<file path="src/core/nfctw_map.vh">
/*
 Register indices, field positions, reset values, mode codes and threshold tables
 for the NFC target wake-up and protocol detect block.
 Assumes inclusion by bare name from every design file that needs it.
*/
`ifndef NFCTW_MAP_VH
`define NFCTW_MAP_VH

// Register indices; byte address is four times the index
`define NFCTW_IDX_PROTOCOL_CONTROL 6'h01
`define NFCTW_IDX_IRQ_STATUS 6'h0C
`define NFCTW_IDX_POWER_STATUS 6'h0F
`define NFCTW_IDX_WAKE_CONFIG 6'h18
`define NFCTW_IDX_PROTOCOL_INFO 6'h19

// Reset values
`define NFCTW_RST_BYTE 8'h00

// Protocol control fields
`define NFCTW_CTL_CARD_EMU 0
`define NFCTW_CTL_NO_RX_CRC 7

// Wake level config fields
`define NFCTW_WAKE_CODE_LSB 0
`define NFCTW_WAKE_CODE_MSB 2
`define NFCTW_EXT_RANGE 3
`define NFCTW_AUTO_SDD 5
`define NFCTW_ID_SIZE_LO 6
`define NFCTW_ID_SIZE_HI 7

// Interrupt cause status bits
`define NFCTW_IRQ_TX 7
`define NFCTW_IRQ_RX_START 6
`define NFCTW_IRQ_FIFO 5
`define NFCTW_IRQ_CRC 4
`define NFCTW_IRQ_PARITY 3
`define NFCTW_IRQ_FIELD 2
`define NFCTW_IRQ_FRAMING 2
`define NFCTW_IRQ_COLLISION 1
`define NFCTW_IRQ_NO_RESP 0

// Protocol info bits
`define NFCTW_PI_WAKE_CMP 7
`define NFCTW_PI_COLL_CMP 6
`define NFCTW_PI_HIGH_CODING 4
`define NFCTW_PI_PASSIVE_LOW 3
`define NFCTW_PI_TYPE_B 2
`define NFCTW_PI_CLR_MASK 8'h1F

// Power status bits
`define NFCTW_PS_OSC_OK 6

// First command kinds from the receive decoder
`define NFCTW_CMD_NONE 3'h0
`define NFCTW_CMD_SENS 3'h1
`define NFCTW_CMD_SENSF 3'h2
`define NFCTW_CMD_ATR 3'h3
`define NFCTW_CMD_TYPE_B 3'h4

// Dispatch modes
`define NFCTW_MODE_NONE 3'h0
`define NFCTW_MODE_SDD_AUTO 3'h1
`define NFCTW_MODE_SDD_HOST 3'h2
`define NFCTW_MODE_CARD_A 3'h3
`define NFCTW_MODE_CARD_B 3'h4
`define NFCTW_MODE_PASSIVE_HI 3'h5
`define NFCTW_MODE_ACTIVE_TGT 3'h6

// Wake thresholds in mV peak-to-peak, normal range then extended range
`define NFCTW_THR_LO_1 11'h1E0
`define NFCTW_THR_LO_2 11'h15E
`define NFCTW_THR_LO_3 11'h0FA
`define NFCTW_THR_LO_4 11'h0DC
`define NFCTW_THR_LO_5 11'h0BE
`define NFCTW_THR_LO_6 11'h0B4
`define NFCTW_THR_LO_7 11'h0AA
`define NFCTW_THR_HI_1 11'h5DC
`define NFCTW_THR_HI_2 11'h2BC
`define NFCTW_THR_HI_3 11'h1F4
`define NFCTW_THR_HI_4 11'h1C2
`define NFCTW_THR_HI_5 11'h190
`define NFCTW_THR_HI_6 11'h140
`define NFCTW_THR_HI_7 11'h118

// AXI responses
`define NFCTW_RESP_OKAY 2'h0
`define NFCTW_RESP_SLVERR 2'h2

`endif

</file>
<file path="src/core/nfctw_axil.v">
/*
 AXI4-Lite slave front end: one write and one read in flight, decoded into
 single-cycle register strobes on a word index.
 Assumes the register core answers read data and decode combinationally.
*/
`timescale 1ns/1ps
`include "nfctw_map.vh"
module nfctw_axil (
   // Clock and reset
   input wire i_ref_clk,
   input wire i_arst_n,
   // Write address and data
   input wire [7:0] i_awaddr,
   input wire i_awvalid,
   output reg o_awready,
   input wire [31:0] i_wdata,
   input wire [3:0] i_wstrb,
   input wire i_wvalid,
   output reg o_wready,
   output reg [1:0] o_bresp,
   output reg o_bvalid,
   input wire i_bready,
   // Read address and data
   input wire [7:0] i_araddr,
   input wire i_arvalid,
   output reg o_arready,
   output reg [31:0] o_rdata,
   output reg [1:0] o_rresp,
   output reg o_rvalid,
   input wire i_rready,
   // Register strobes
   output reg o_wr_en,
   output reg [5:0] o_wr_idx,
   output reg [7:0] o_wr_data,
   output reg o_rd_en,
   output reg [5:0] o_rd_idx,
   input wire [7:0] i_rd_data,
   input wire i_wr_hit,
   input wire i_rd_hit
);
   reg aw_have_q;
   reg w_have_q;
   reg lane0_q;

   // Write path; address and data may arrive in either order
   always @(posedge i_ref_clk or negedge i_arst_n) begin
      if (!i_arst_n) begin
         aw_have_q <= 1'b0;
         w_have_q <= 1'b0;
         lane0_q <= 1'b0;
         o_awready <= 1'b1;
         o_wready <= 1'b1;
         o_bvalid <= 1'b0;
         o_bresp <= `NFCTW_RESP_OKAY;
         o_wr_en <= 1'b0;
         o_wr_idx <= 6'h00;
         o_wr_data <= 8'h00;
      end else begin
         o_wr_en <= 1'b0;
         if (i_awvalid && o_awready) begin
            aw_have_q <= 1'b1;
            o_awready <= 1'b0;
            o_wr_idx <= i_awaddr[7:2];
         end
         if (i_wvalid && o_wready) begin
            w_have_q <= 1'b1;
            o_wready <= 1'b0;
            o_wr_data <= i_wdata[7:0];
            lane0_q <= i_wstrb[0];
         end
         if (aw_have_q && w_have_q && !o_bvalid) begin
            o_wr_en <= lane0_q;   // Upper lanes hold nothing, so only lane 0 writes
            o_bvalid <= 1'b1;
            o_bresp <= i_wr_hit ? `NFCTW_RESP_OKAY : `NFCTW_RESP_SLVERR;
            aw_have_q <= 1'b0;
            w_have_q <= 1'b0;
         end
         if (o_bvalid && i_bready) begin
            o_bvalid <= 1'b0;
            o_awready <= 1'b1;
            o_wready <= 1'b1;
         end
      end
   end

   // Read path; data captured in the strobe cycle so side effects and data agree
   always @(posedge i_ref_clk or negedge i_arst_n) begin
      if (!i_arst_n) begin
         o_arready <= 1'b1;
         o_rd_en <= 1'b0;
         o_rd_idx <= 6'h00;
         o_rvalid <= 1'b0;
         o_rdata <= 32'h0000_0000;
         o_rresp <= `NFCTW_RESP_OKAY;
      end else begin
         o_rd_en <= 1'b0;
         if (i_arvalid && o_arready) begin
            o_arready <= 1'b0;
            o_rd_en <= 1'b1;
            o_rd_idx <= i_araddr[7:2];
         end
         if (o_rd_en) begin
            o_rvalid <= 1'b1;
            o_rdata <= {24'h00_0000, i_rd_data};
            o_rresp <= i_rd_hit ? `NFCTW_RESP_OKAY : `NFCTW_RESP_SLVERR;
         end
         if (o_rvalid && i_rready) begin
            o_rvalid <= 1'b0;
            o_arready <= 1'b1;
         end
      end
   end
endmodule

</file>
<file path="src/core/nfctw_core.v">
/*
 NFC target wake-up, interrupt handshake, first-command classification and
 mode dispatch, with its register file behind AXI4-Lite.
 Assumes a receive/transmit decoder on the same clock that pulses its events,
 analog comparators and pins that are asynchronous, and a separate power-on
 reset for the always-on rail that keeps the wake configuration.
*/
`timescale 1ns/1ps
`include "nfctw_map.vh"

// Notes on behaviour
// - Supply held by hold-enable; off when both low unless a wake forces enable
// - Nonzero wake code enables RF monitoring
// - RF above threshold forces internal enable
// - Extended-range bit selects high threshold table
// - Wake config survives power-down; rail reset only
// - Auto anticollision runs internal single-device detection
// - Id-size bits choose identifier length
// - Oscillator stable sets flag and field interrupt
// - First command raises receive-start, ends power-up
// - Protocol bits 7,6 show live comparators
// - First command coding type is recorded
// - Bit-rate field 01/10/11, 00 unavailable
// - Protocol info clears off; low bits on read
// - Wake request starts anticollision, clock extractor
// - Field loss interrupts with field-change bit
// - Card emulation for type A and B
// - SENSF request selects passive high rate
// - ATR request makes active target
// - Status clears on read, write, disable
// - Tx/rx flags early, interrupt at end
// - FIFO, CRC, parity, framing, collision, timeout flags
module nfctw_core (
   // Clock and resets
   input wire i_ref_clk,
   input wire i_arst_n,
   input wire i_vext_arst_n,
   // Pins and analog levels (asynchronous)
   input wire i_supply_hold_enable,
   input wire i_chip_enable,
   input wire i_wake_level_comparator,
   input wire i_collision_level_comparator,
   input wire i_osc_stable,
   // Receive and transmit decoder events (same clock)
   input wire i_first_cmd_valid,
   input wire [2:0] i_first_cmd_kind,
   input wire i_first_cmd_high_coding,
   input wire [1:0] i_first_cmd_rate,
   input wire i_tx_start,
   input wire i_tx_done,
   input wire i_rx_sof,
   input wire i_rx_done,
   input wire i_fifo_level,
   input wire i_crc_error,
   input wire i_parity_error,
   input wire i_framing_error,
   input wire i_collision,
   input wire i_no_response,
   // AXI4-Lite slave
   input wire [7:0] i_awaddr,
   input wire i_awvalid,
   output wire o_awready,
   input wire [31:0] i_wdata,
   input wire [3:0] i_wstrb,
   input wire i_wvalid,
   output wire o_wready,
   output wire [1:0] o_bresp,
   output wire o_bvalid,
   input wire i_bready,
   input wire [7:0] i_araddr,
   input wire i_arvalid,
   output wire o_arready,
   output wire [31:0] o_rdata,
   output wire [1:0] o_rresp,
   output wire o_rvalid,
   input wire i_rready,
   // Power and front-end control
   output reg o_supply_on,
   output reg o_internal_enable,
   output reg o_rf_detect_enable,
   output reg [10:0] o_wake_threshold_mv,
   output reg o_clock_extractor_enable,
   output reg o_auto_sdd_enable,
   output reg [1:0] o_id_size,
   output reg [2:0] o_target_mode,
   output reg o_cmd_to_fifo,
   output reg o_irq
);
   localparam ST_OFF = 3'h0;
   localparam ST_SLEEP = 3'h1;
   localparam ST_WAKING = 3'h2;
   localparam ST_WAIT_CMD = 3'h3;
   localparam ST_ACTIVE = 3'h4;
   localparam ST_ABORTED = 3'h5;

   wire [4:0] sync_lv;
   wire hold_en;
   wire chip_en;
   wire wake_cmp;
   wire coll_cmp;
   wire osc_ok;
   wire wr_en;
   wire [5:0] wr_idx;
   wire [7:0] wr_data;
   wire rd_en;
   wire [5:0] rd_idx;
   reg [7:0] rd_data;
   reg [2:0] state_q;
   reg [2:0] state_d;
   reg forced_en_q;
   reg osc_flag_q;
   reg [7:0] target_wake_level_config_q;
   reg [7:0] protocol_control_q;
   reg [7:0] interrupt_cause_status_q;
   reg [4:0] first_command_protocol_info_q;
   reg cmd_latched_q;
   reg irq_q;
   reg [7:0] irq_set;
   reg irq_fire;
   reg clr_status;
   reg [4:0] proto_d;
   reg [2:0] mode_d;

   // Which word indices exist
   function mapped;
      input [5:0] idx;
      begin
         mapped = (idx == `NFCTW_IDX_PROTOCOL_CONTROL) || (idx == `NFCTW_IDX_IRQ_STATUS) ||
            (idx == `NFCTW_IDX_POWER_STATUS) || (idx == `NFCTW_IDX_WAKE_CONFIG) ||
            (idx == `NFCTW_IDX_PROTOCOL_INFO);
      end
   endfunction

   // Wake code to threshold; the code value is b2b1b0 read as binary
   function [10:0] threshold;
      input ext;
      input [2:0] code;
      begin
         case ({ext, code})
            4'h1: threshold = `NFCTW_THR_LO_1;
            4'h2: threshold = `NFCTW_THR_LO_2;
            4'h3: threshold = `NFCTW_THR_LO_3;
            4'h4: threshold = `NFCTW_THR_LO_4;
            4'h5: threshold = `NFCTW_THR_LO_5;
            4'h6: threshold = `NFCTW_THR_LO_6;
            4'h7: threshold = `NFCTW_THR_LO_7;
            4'h9: threshold = `NFCTW_THR_HI_1;
            4'hA: threshold = `NFCTW_THR_HI_2;
            4'hB: threshold = `NFCTW_THR_HI_3;
            4'hC: threshold = `NFCTW_THR_HI_4;
            4'hD: threshold = `NFCTW_THR_HI_5;
            4'hE: threshold = `NFCTW_THR_HI_6;
            4'hF: threshold = `NFCTW_THR_HI_7;
            default: threshold = 11'h000;
         endcase
      end
   endfunction

   // Every pin and analog level passes two flops before use
   nfctw_sync #(
      .W(5)
   ) u_sync (
      .i_ref_clk(i_ref_clk),
      .i_arst_n(i_arst_n),
      .i_async({i_supply_hold_enable, i_chip_enable, i_wake_level_comparator,
         i_collision_level_comparator, i_osc_stable}),
      .o_sync(sync_lv)
   );
   assign hold_en = sync_lv[4];
   assign chip_en = sync_lv[3];
   assign wake_cmp = sync_lv[2];
   assign coll_cmp = sync_lv[1];
   assign osc_ok = sync_lv[0];

   nfctw_axil u_axil (
      .i_ref_clk(i_ref_clk),
      .i_arst_n(i_arst_n),
      .i_awaddr(i_awaddr),
      .i_awvalid(i_awvalid),
      .o_awready(o_awready),
      .i_wdata(i_wdata),
      .i_wstrb(i_wstrb),
      .i_wvalid(i_wvalid),
      .o_wready(o_wready),
      .o_bresp(o_bresp),
      .o_bvalid(o_bvalid),
      .i_bready(i_bready),
      .i_araddr(i_araddr),
      .i_arvalid(i_arvalid),
      .o_arready(o_arready),
      .o_rdata(o_rdata),
      .o_rresp(o_rresp),
      .o_rvalid(o_rvalid),
      .i_rready(i_rready),
      .o_wr_en(wr_en),
      .o_wr_idx(wr_idx),
      .o_wr_data(wr_data),
      .o_rd_en(rd_en),
      .o_rd_idx(rd_idx),
      .i_rd_data(rd_data),
      .i_wr_hit(mapped(wr_idx)),
      .i_rd_hit(mapped(rd_idx))
   );

   // Read mux; live comparator bits need no storage
   always @* begin
      case (rd_idx)
         `NFCTW_IDX_PROTOCOL_CONTROL: rd_data = protocol_control_q;
         `NFCTW_IDX_IRQ_STATUS: rd_data = interrupt_cause_status_q;
         `NFCTW_IDX_POWER_STATUS: rd_data = {1'b0, osc_flag_q, 3'h0, state_q};
         `NFCTW_IDX_WAKE_CONFIG: rd_data = target_wake_level_config_q;
         `NFCTW_IDX_PROTOCOL_INFO: rd_data = {wake_cmp, coll_cmp, 1'b0,
            first_command_protocol_info_q};
         default: rd_data = 8'h00;
      endcase
   end

   // Wake config sits on the always-on rail; chip enable never touches it
   always @(posedge i_ref_clk or negedge i_vext_arst_n) begin
      if (!i_vext_arst_n) begin
         target_wake_level_config_q <= `NFCTW_RST_BYTE;
      end else if (wr_en && wr_idx == `NFCTW_IDX_WAKE_CONFIG) begin
         target_wake_level_config_q <= {wr_data[7:5], 1'b0, wr_data[3:0]};
      end
   end

   // Power state machine
   always @* begin
      state_d = state_q;
      case (state_q)
         ST_OFF: begin
            if (hold_en || chip_en) begin
               state_d = ST_SLEEP;
            end else if (o_rf_detect_enable && wake_cmp) begin
               state_d = ST_WAKING;
            end
         end
         ST_SLEEP: begin
            if (o_rf_detect_enable && wake_cmp && !chip_en) begin
               state_d = ST_WAKING;
            end else if (!hold_en && !chip_en) begin
               state_d = ST_OFF;
            end
         end
         ST_WAKING: begin
            if (!wake_cmp) begin
               state_d = ST_ABORTED;
            end else if (osc_ok) begin
               state_d = ST_WAIT_CMD;
            end
         end
         ST_WAIT_CMD: begin
            if (!wake_cmp) begin
               state_d = ST_ABORTED;
            end else if (i_first_cmd_valid) begin
               state_d = ST_ACTIVE;
            end
         end
         ST_ACTIVE: begin
            if (!wake_cmp) begin
               state_d = ST_ABORTED;
            end else if (!chip_en) begin
               state_d = hold_en ? ST_SLEEP : ST_OFF;   // Host never confirmed
            end
         end
         ST_ABORTED: begin
            // Stays until the host drops enable, which resets the procedure
            if (!chip_en) begin
               state_d = hold_en ? ST_SLEEP : ST_OFF;
            end
         end
         default: state_d = ST_OFF;
      endcase
   end

   // Interrupt events; start flags set early, the line waits for the end
   always @* begin
      irq_set = 8'h00;
      irq_fire = 1'b0;
      irq_set[`NFCTW_IRQ_TX] = i_tx_start;
      irq_set[`NFCTW_IRQ_RX_START] = i_rx_sof || (state_q == ST_WAIT_CMD && i_first_cmd_valid);
      irq_set[`NFCTW_IRQ_FIFO] = i_fifo_level;
      irq_set[`NFCTW_IRQ_CRC] = i_crc_error && !protocol_control_q[`NFCTW_CTL_NO_RX_CRC];
      irq_set[`NFCTW_IRQ_PARITY] = i_parity_error;
      irq_set[`NFCTW_IRQ_FRAMING] = i_framing_error;
      irq_set[`NFCTW_IRQ_COLLISION] = i_collision;
      irq_set[`NFCTW_IRQ_NO_RESP] = i_no_response;
      if (state_q == ST_WAKING && state_d == ST_WAIT_CMD) begin
         irq_set[`NFCTW_IRQ_FIELD] = 1'b1;
      end
      if (state_d == ST_ABORTED && state_q != ST_ABORTED) begin
         irq_set[`NFCTW_IRQ_FIELD] = 1'b1;
      end
      irq_fire = (|irq_set[5:0]) || i_tx_done || i_rx_done ||
         (state_q == ST_WAIT_CMD && i_first_cmd_valid);
   end

   // Status clear: effective enable low, control write, or the strobe cycle of a status read
   always @* begin
      clr_status = !(chip_en || forced_en_q) ||
         (wr_en && wr_idx == `NFCTW_IDX_PROTOCOL_CONTROL) ||
         (rd_en && rd_idx == `NFCTW_IDX_IRQ_STATUS);
   end

   // First command classification and dispatch
   always @* begin
      proto_d = 5'h00;
      mode_d = `NFCTW_MODE_NONE;
      proto_d[`NFCTW_PI_HIGH_CODING] = i_first_cmd_high_coding;
      proto_d[`NFCTW_PI_PASSIVE_LOW] = (i_first_cmd_kind == `NFCTW_CMD_SENS);
      proto_d[`NFCTW_PI_TYPE_B] = (i_first_cmd_kind == `NFCTW_CMD_TYPE_B);
      proto_d[1:0] = i_first_cmd_rate;
      case (i_first_cmd_kind)
         `NFCTW_CMD_SENS: begin
            if (protocol_control_q[`NFCTW_CTL_CARD_EMU]) begin
               mode_d = `NFCTW_MODE_CARD_A;
            end else if (target_wake_level_config_q[`NFCTW_AUTO_SDD]) begin
               mode_d = `NFCTW_MODE_SDD_AUTO;
            end else begin
               mode_d = `NFCTW_MODE_SDD_HOST;
            end
         end
         `NFCTW_CMD_SENSF: mode_d = `NFCTW_MODE_PASSIVE_HI;
         `NFCTW_CMD_ATR: mode_d = `NFCTW_MODE_ACTIVE_TGT;
         `NFCTW_CMD_TYPE_B: begin
            if (protocol_control_q[`NFCTW_CTL_CARD_EMU]) begin
               mode_d = `NFCTW_MODE_CARD_B;
            end
         end
         default: mode_d = `NFCTW_MODE_NONE;
      endcase
   end

   // Core sequential state
   always @(posedge i_ref_clk or negedge i_arst_n) begin
      if (!i_arst_n) begin
         state_q <= ST_OFF;
         forced_en_q <= 1'b0;
         osc_flag_q <= 1'b0;
         protocol_control_q <= `NFCTW_RST_BYTE;
         interrupt_cause_status_q <= `NFCTW_RST_BYTE;
         first_command_protocol_info_q <= 5'h00;
         cmd_latched_q <= 1'b0;
         irq_q <= 1'b0;
         o_target_mode <= `NFCTW_MODE_NONE;
         o_cmd_to_fifo <= 1'b0;
      end else begin
         state_q <= state_d;
         o_cmd_to_fifo <= 1'b0;
         // Internal enable forced from wake until the receive-start interrupt
         if (state_d == ST_WAKING) begin
            forced_en_q <= 1'b1;
         end else if (state_d != ST_WAIT_CMD) begin
            forced_en_q <= 1'b0;
         end
         if (state_q == ST_WAKING && state_d == ST_WAIT_CMD) begin
            osc_flag_q <= 1'b1;
         end else if (!osc_ok) begin
            osc_flag_q <= 1'b0;
         end
         if (wr_en && wr_idx == `NFCTW_IDX_PROTOCOL_CONTROL) begin
            protocol_control_q <= wr_data;
         end
         // New events win over a clear in the same cycle
         if (clr_status) begin
            interrupt_cause_status_q <= irq_set;
            irq_q <= irq_fire;
         end else begin
            interrupt_cause_status_q <= interrupt_cause_status_q | irq_set;
            irq_q <= irq_q | irq_fire;
         end
         // Protocol info: latched once per wake, low bits clear on read
         if (!(chip_en || forced_en_q)) begin
            first_command_protocol_info_q <= 5'h00;
            cmd_latched_q <= 1'b0;
            o_target_mode <= `NFCTW_MODE_NONE;
         end else if (i_first_cmd_valid && !cmd_latched_q) begin
            first_command_protocol_info_q <= proto_d;
            cmd_latched_q <= 1'b1;
            o_target_mode <= mode_d;
            o_cmd_to_fifo <= (mode_d == `NFCTW_MODE_SDD_HOST);
         end else if (rd_en && rd_idx == `NFCTW_IDX_PROTOCOL_INFO) begin
            first_command_protocol_info_q <= 5'h00;
         end
         if (state_d == ST_ABORTED) begin
            o_target_mode <= `NFCTW_MODE_NONE;
         end
      end
   end

   // Front-end control outputs, all registered
   always @(posedge i_ref_clk or negedge i_arst_n) begin
      if (!i_arst_n) begin
         o_supply_on <= 1'b0;
         o_internal_enable <= 1'b0;
         o_rf_detect_enable <= 1'b0;
         o_wake_threshold_mv <= 11'h000;
         o_clock_extractor_enable <= 1'b0;
         o_auto_sdd_enable <= 1'b0;
         o_id_size <= 2'h0;
         o_irq <= 1'b0;
      end else begin
         o_supply_on <= hold_en || chip_en || forced_en_q;
         o_internal_enable <= chip_en || forced_en_q;
         o_rf_detect_enable <= |target_wake_level_config_q[2:0];
         o_wake_threshold_mv <= threshold(target_wake_level_config_q[`NFCTW_EXT_RANGE],
            target_wake_level_config_q[2:0]);
         o_clock_extractor_enable <= (o_target_mode == `NFCTW_MODE_SDD_AUTO) ||
            (o_target_mode == `NFCTW_MODE_SDD_HOST) ||
            (o_target_mode == `NFCTW_MODE_CARD_A);
         o_auto_sdd_enable <= (o_target_mode == `NFCTW_MODE_SDD_AUTO);
         o_id_size <= {target_wake_level_config_q[`NFCTW_ID_SIZE_HI],
            target_wake_level_config_q[`NFCTW_ID_SIZE_LO]};
         o_irq <= irq_q;   // Dropped when the status clears
      end
   end
endmodule

</file>
<file path="src/core/nfctw_sync.v">
/*
 Two-flop level synchroniser for pins and analog comparator outputs.
 Assumes inputs are levels held far longer than one clock period.
*/
`timescale 1ns/1ps
module nfctw_sync #(
   parameter W = 1
) (
   // Clock and reset
   input wire i_ref_clk,
   input wire i_arst_n,
   // Levels
   input wire [W-1:0] i_async,
   output wire [W-1:0] o_sync
);
   reg [W-1:0] meta_q;
   reg [W-1:0] sync_q;

   // First stage feeds only the second stage
   always @(posedge i_ref_clk or negedge i_arst_n) begin
      if (!i_arst_n) begin
         meta_q <= {W{1'b0}};
         sync_q <= {W{1'b0}};
      end else begin
         meta_q <= i_async;
         sync_q <= meta_q;
      end
   end

   assign o_sync = sync_q;
endmodule

</file>
<file path="config.mk">
export PLATFORM = sky130hd
export DESIGN_NAME = nfctw_core
export DESIGN_NICKNAME = d
export VERILOG_FILES = /design/src/core/nfctw_axil.v /design/src/core/nfctw_core.v /design/src/core/nfctw_sync.v
export VERILOG_INCLUDE_DIRS = /design/src /design/src/core
export SDC_FILE = /design/constraint.sdc
export NUM_CORES = 1
export LEC_CHECK = 0
export ABC_CLOCK_PERIOD_IN_PS = 4800
export BUFFER_PORTS_ARGS = -buffer_cell sky130_fd_sc_hd__buf_2
export CAP_MARGIN = 20
export CORE_MARGIN = 2
export CORE_UTILIZATION = 30
export CTS_BUF_LIST = sky130_fd_sc_hd__clkbuf_16
export DETAILED_ROUTE_END_ITERATION = 10
export GPL_ROUTABILITY_DRIVEN = 0
export GPL_TIMING_DRIVEN = 0
export PLACE_DENSITY = 0.49
export SLEW_MARGIN = 40
export SYNTH_ARGS = -nofsm -noshare
export SYNTH_HDL_FRONTEND = slang
export SYNTH_SLANG_ARGS = --single-unit
</file>
<file path="constraint.sdc">
create_clock -name i_ref_clk -period 4.8 [get_ports i_ref_clk]
set_input_delay 0.24 -clock i_ref_clk [delete_from_list [all_inputs] [get_ports i_ref_clk]]
set_output_delay 0.24 -clock i_ref_clk [all_outputs]
set_load 0.1 [all_outputs]
</file>
==> run_results.csv <==
group,metric,value,unit
run_status,outcome,"finished clean",
sta,hold_viol_final,0,
power_and_ir_drop,p_per_area,526.7,mW/mm2
cts,postCtsHoldBufs,7,
sta,slew_headroom,53.59,%
finish,syn_to_final_growth,25.43,%
floorplanning,io_pins,146,
cts,cts_root_buffer,"clkbuf_16",
critical_path,crit_arrival,2.49,ns
critical_path,crit_fanout,9,
flow_run,cap_violations,0,
finish,final_common_cell,"dfrtp_1",
critical_path,cp-end-kind,"flop",
cts,clkTransAtPathRegs,0.07,ns
power_and_ir_drop,power,3.107,mW
cts,clock_sinks,107,
routing,drc_errors,0,
cts,cts_buffer_depth,2,
routing,wl,10790,um
logic_synthesis,synth.yosys.seq_area_share,57.01,%
critical_path,required,5.02,ns
sta,fin_ws,2.529,ns
cts,clk_latency,0.35,ns
global_routing,grt_pass1_wl,16780,um
finish,instances_no_fill,742,
logic_synthesis,yosys.area.top_type_share,55.33,%
sta,finalSetupTns,0,ns
logic_synthesis,synth_area_per_cell,11.94,um2
routing,viasPerCell,4.472,
finish,mostFrequentLayoutCells,"dfrtp_1 (104), buf_2 (88), mux2_2 (38)",
cts,post-cts-setup-buffers,0,
floorplanning,rows,45,
routing,drt_iter0_markers,174,
finish,antennaDiodeCount,0,
finish,n_fill_cell,1506,
logic_synthesis,yosys_register_bits,107,
sta,drv_slew,0,
routing,detail_route.wl_per_cell,14.54,um
sta,min_period_over_period,47.31,%
sta,skew,0.006060,ns
critical_path,crit_path_top_delay_cell,"or4b_4",
critical_path,slowest_delay,0.58,ns
placement,dp_hpwl,8027,um
finish,final_net_count,615,
logic_synthesis,netlist_area,0.004703,mm2
routing,vias,3318,
critical_path,crit_path_start_kind,"flop",
placement,placed_cells,719,
min_path,hp-class,"in -> reg",
logic_synthesis,yosysWarnings,0,
power_and_ir_drop,pwr-share-comb,36.1,%
power_and_ir_drop,pwr-share-clk,23.1,%
cts,cts_made_buffers,9,
floorplanning,die_w,129.2,um
global_routing,overflow,0,
power_and_ir_drop,internal_power,1.796,mW
logic_synthesis,syn_inst,394,
logic_synthesis,synth_area_leader_cell,"dfrtp_1",
power_and_ir_drop,vdd_drop_max,598.7,uV
power_and_ir_drop,cellLeakagePower,2.825,nW
power_and_ir_drop,seqPwrFrac,40.7,%
finish,layout-drive-gt1-share,35.22,%
logic_synthesis,async_flop_share,100.0,%
floorplanning,dieArea,0.01670,mm2
global_routing,track_usage,13.20,%
power_and_ir_drop,switchingPower,1.311,mW
placement,place_ws,2.505,ns
floorplanning,initial_core_util,30.82,%
floorplanning,die_h,129.2,um
finish,design_area,0.005899,mm2
cts,post_cts_resized,0,
logic_synthesis,yosysUniqueCellTypes,54,
floorplanning,core_area,0.01526,mm2
global_routing,antenna_found_initial,0,
power_and_ir_drop,switching_share,42.19,%
placement,place_area,0.005545,mm2
cts,cts_tree,"built",
critical_path,crit_type,"reg -> reg",
global_routing,grt_max_degree,67,
cts,ctsHtreeMaxLevel,3,
routing,drt_first_pass_iters,5,
logic_synthesis,synth-edff-count,0,
logic_synthesis,synthTopCellsByArea,"dfrtp_1 (55%), mux2_2 (9.1%), buf_4 (4.3%)",
logic_synthesis,yosys_most_used_dff,"dfrtp_1",
sta,max_freq,0.4404,GHz
sta,tightest_slew,0.6915,ns
sta,rsz0062_at_grt,"no",
sta,finalSetupViolCount,0,
global_routing,grt_pass1_vias,3218,
critical_path,path_cells,"or4b_4 > nor3_4 > a211oi_4 > a2111oi_2 > nand2_1",
placement,numPortBuffers,87,
routing,ant_nets,0,
sta,post-route-min-period,2.271,ns
==> cell type report <==
class	instances	area, um2	area share, %
inverters	20	75.07	1.273
clock inverters	7	58.81	0.9968
repair buffers	95	543.0	9.205
clock buffers	9	225.2	3.818
well taps	211	264.0	4.475
plain buffers	38	246.5	4.178
multi-input cells	255	1805	30.60
flip-flops and latches	107	2681	45.45
==> logic make-up after synthesis <==
| kind of cell | Yosys count | synth area share, % |
|---|---|---|
| simple gates | 86 | 9.816 |
| flops | 107 | 57.01 |
| compound gates | 89 | 13.33 |
| fa+ha+maj | 7 | 1.862 |
| buf+inv | 58 | 6.837 |
| other cells | 1 | 0.07973 |
| mux | 46 | 11.07 |
==> through the flow <==
step | utilization [%] | hold slack, ns
5_1_grt | 38.66 | 0.03659
6_report | 38.66 | 0.04906
2_1_floorplan | - | -0.05559
4_1_cts | 38.66 | 0.03220
3_5_place_dp | 36.34 | 0.09019
3_3_place_gp | 36.05 | 0.08749
==> Yosys cell counts (all sizes together), types with 2 or more instances <==
library cell / number
nand2: 26
dfrtp: 104
o22ai: 5
nor3b: 2
or4b: 2
nand4: 2
o211ai: 2
mux2: 38
inv: 20
nor4: 2
a222oi: 2
a211oi: 2
a21boi: 3
dfstp: 3
nor3: 7
o2bb2ai: 4
o41ai: 2
o21ai: 23
nand2b: 5
o21a: 3
and3: 3
buf: 30
clkbuf: 8
nor2b: 8
a32o: 2
a31oi: 2
a21o: 6
nand3: 4
a22o: 4
a221oi: 5
nor2: 20
mux2i: 7
a21oi: 16
a22oi: 2
ha: 7
==> power by group through the flow <==
| stage | logic [mW] | clock network (mW) | registers (mW) |
|---|---|---|---|
| floorplan | 0.471 | 0 | 1.69 |
| global placement | 1.10 | 0 | 1.28 |
| detailed placement | 1.13 | 0 | 1.29 |
| CTS | 1.13 | 0.746 | 1.27 |
| global route | 1.19 | 0.784 | 1.30 |
| finish | 1.12 | 0.719 | 1.27 |
==> routing by layer <==
layer	part of all wire (%)	vias up	GRT usage [%]
li1	-	1603	-
met1	47	1606	17.80
met2	46	99	20.68
met3	6.1	10	3.881
met4	1.1	0	3.900
met5	0	-	0
==> final timing paths <==
path,depth (start not counted),slack [ns],from,endpoint
setup / recovery,5,2.53,u_axil.o_wr_idx[1],irq_q
hold / removal,2,0.05,i_wvalid,u_axil.o_wready
setup reg to reg,5,2.53,u_axil.o_wr_idx[1],irq_q
hold reg to reg,0,0.35,u_sync.meta_q[0],u_sync.o_sync[0]
max in group asynchronous,3,3.82,i_arst_n,u_axil.o_awready
min in group asynchronous,2,0.27,i_vext_arst_n,target_wake_level_config_q[0]
==> state kept, by name (all words and copies together), names as in the netlist, 2 cells and up <==
| signal | count |
|---|---|
| u_sync.meta_q | 5 |
| protocol_control_q | 8 |
| o_id_size | 2 |
| first_command_protocol_info_q | 5 |
| u_axil.o_wr_data | 8 |
| target_wake_level_config_q | 7 |
| u_sync.o_sync | 5 |
| interrupt_cause_status_q | 8 |
| u_axil.o_rd_idx | 6 |
| u_axil.o_wr_idx | 6 |
| o_target_mode | 3 |
| state_q | 3 |
| o_wake_threshold_mv | 10 |
| u_axil.o_rdata | 8 |
==> critical path: cells and delay by family, from the launching register on <==
family / cells / cell delay [ns]
AO/OA/AOI/OAI: 2 / 0.55
flip-flops: 1 / 0.42
AND/OR/NAND/NOR: 3 / 1.16
Note: power is estimated with default switching activity, not from simulation.
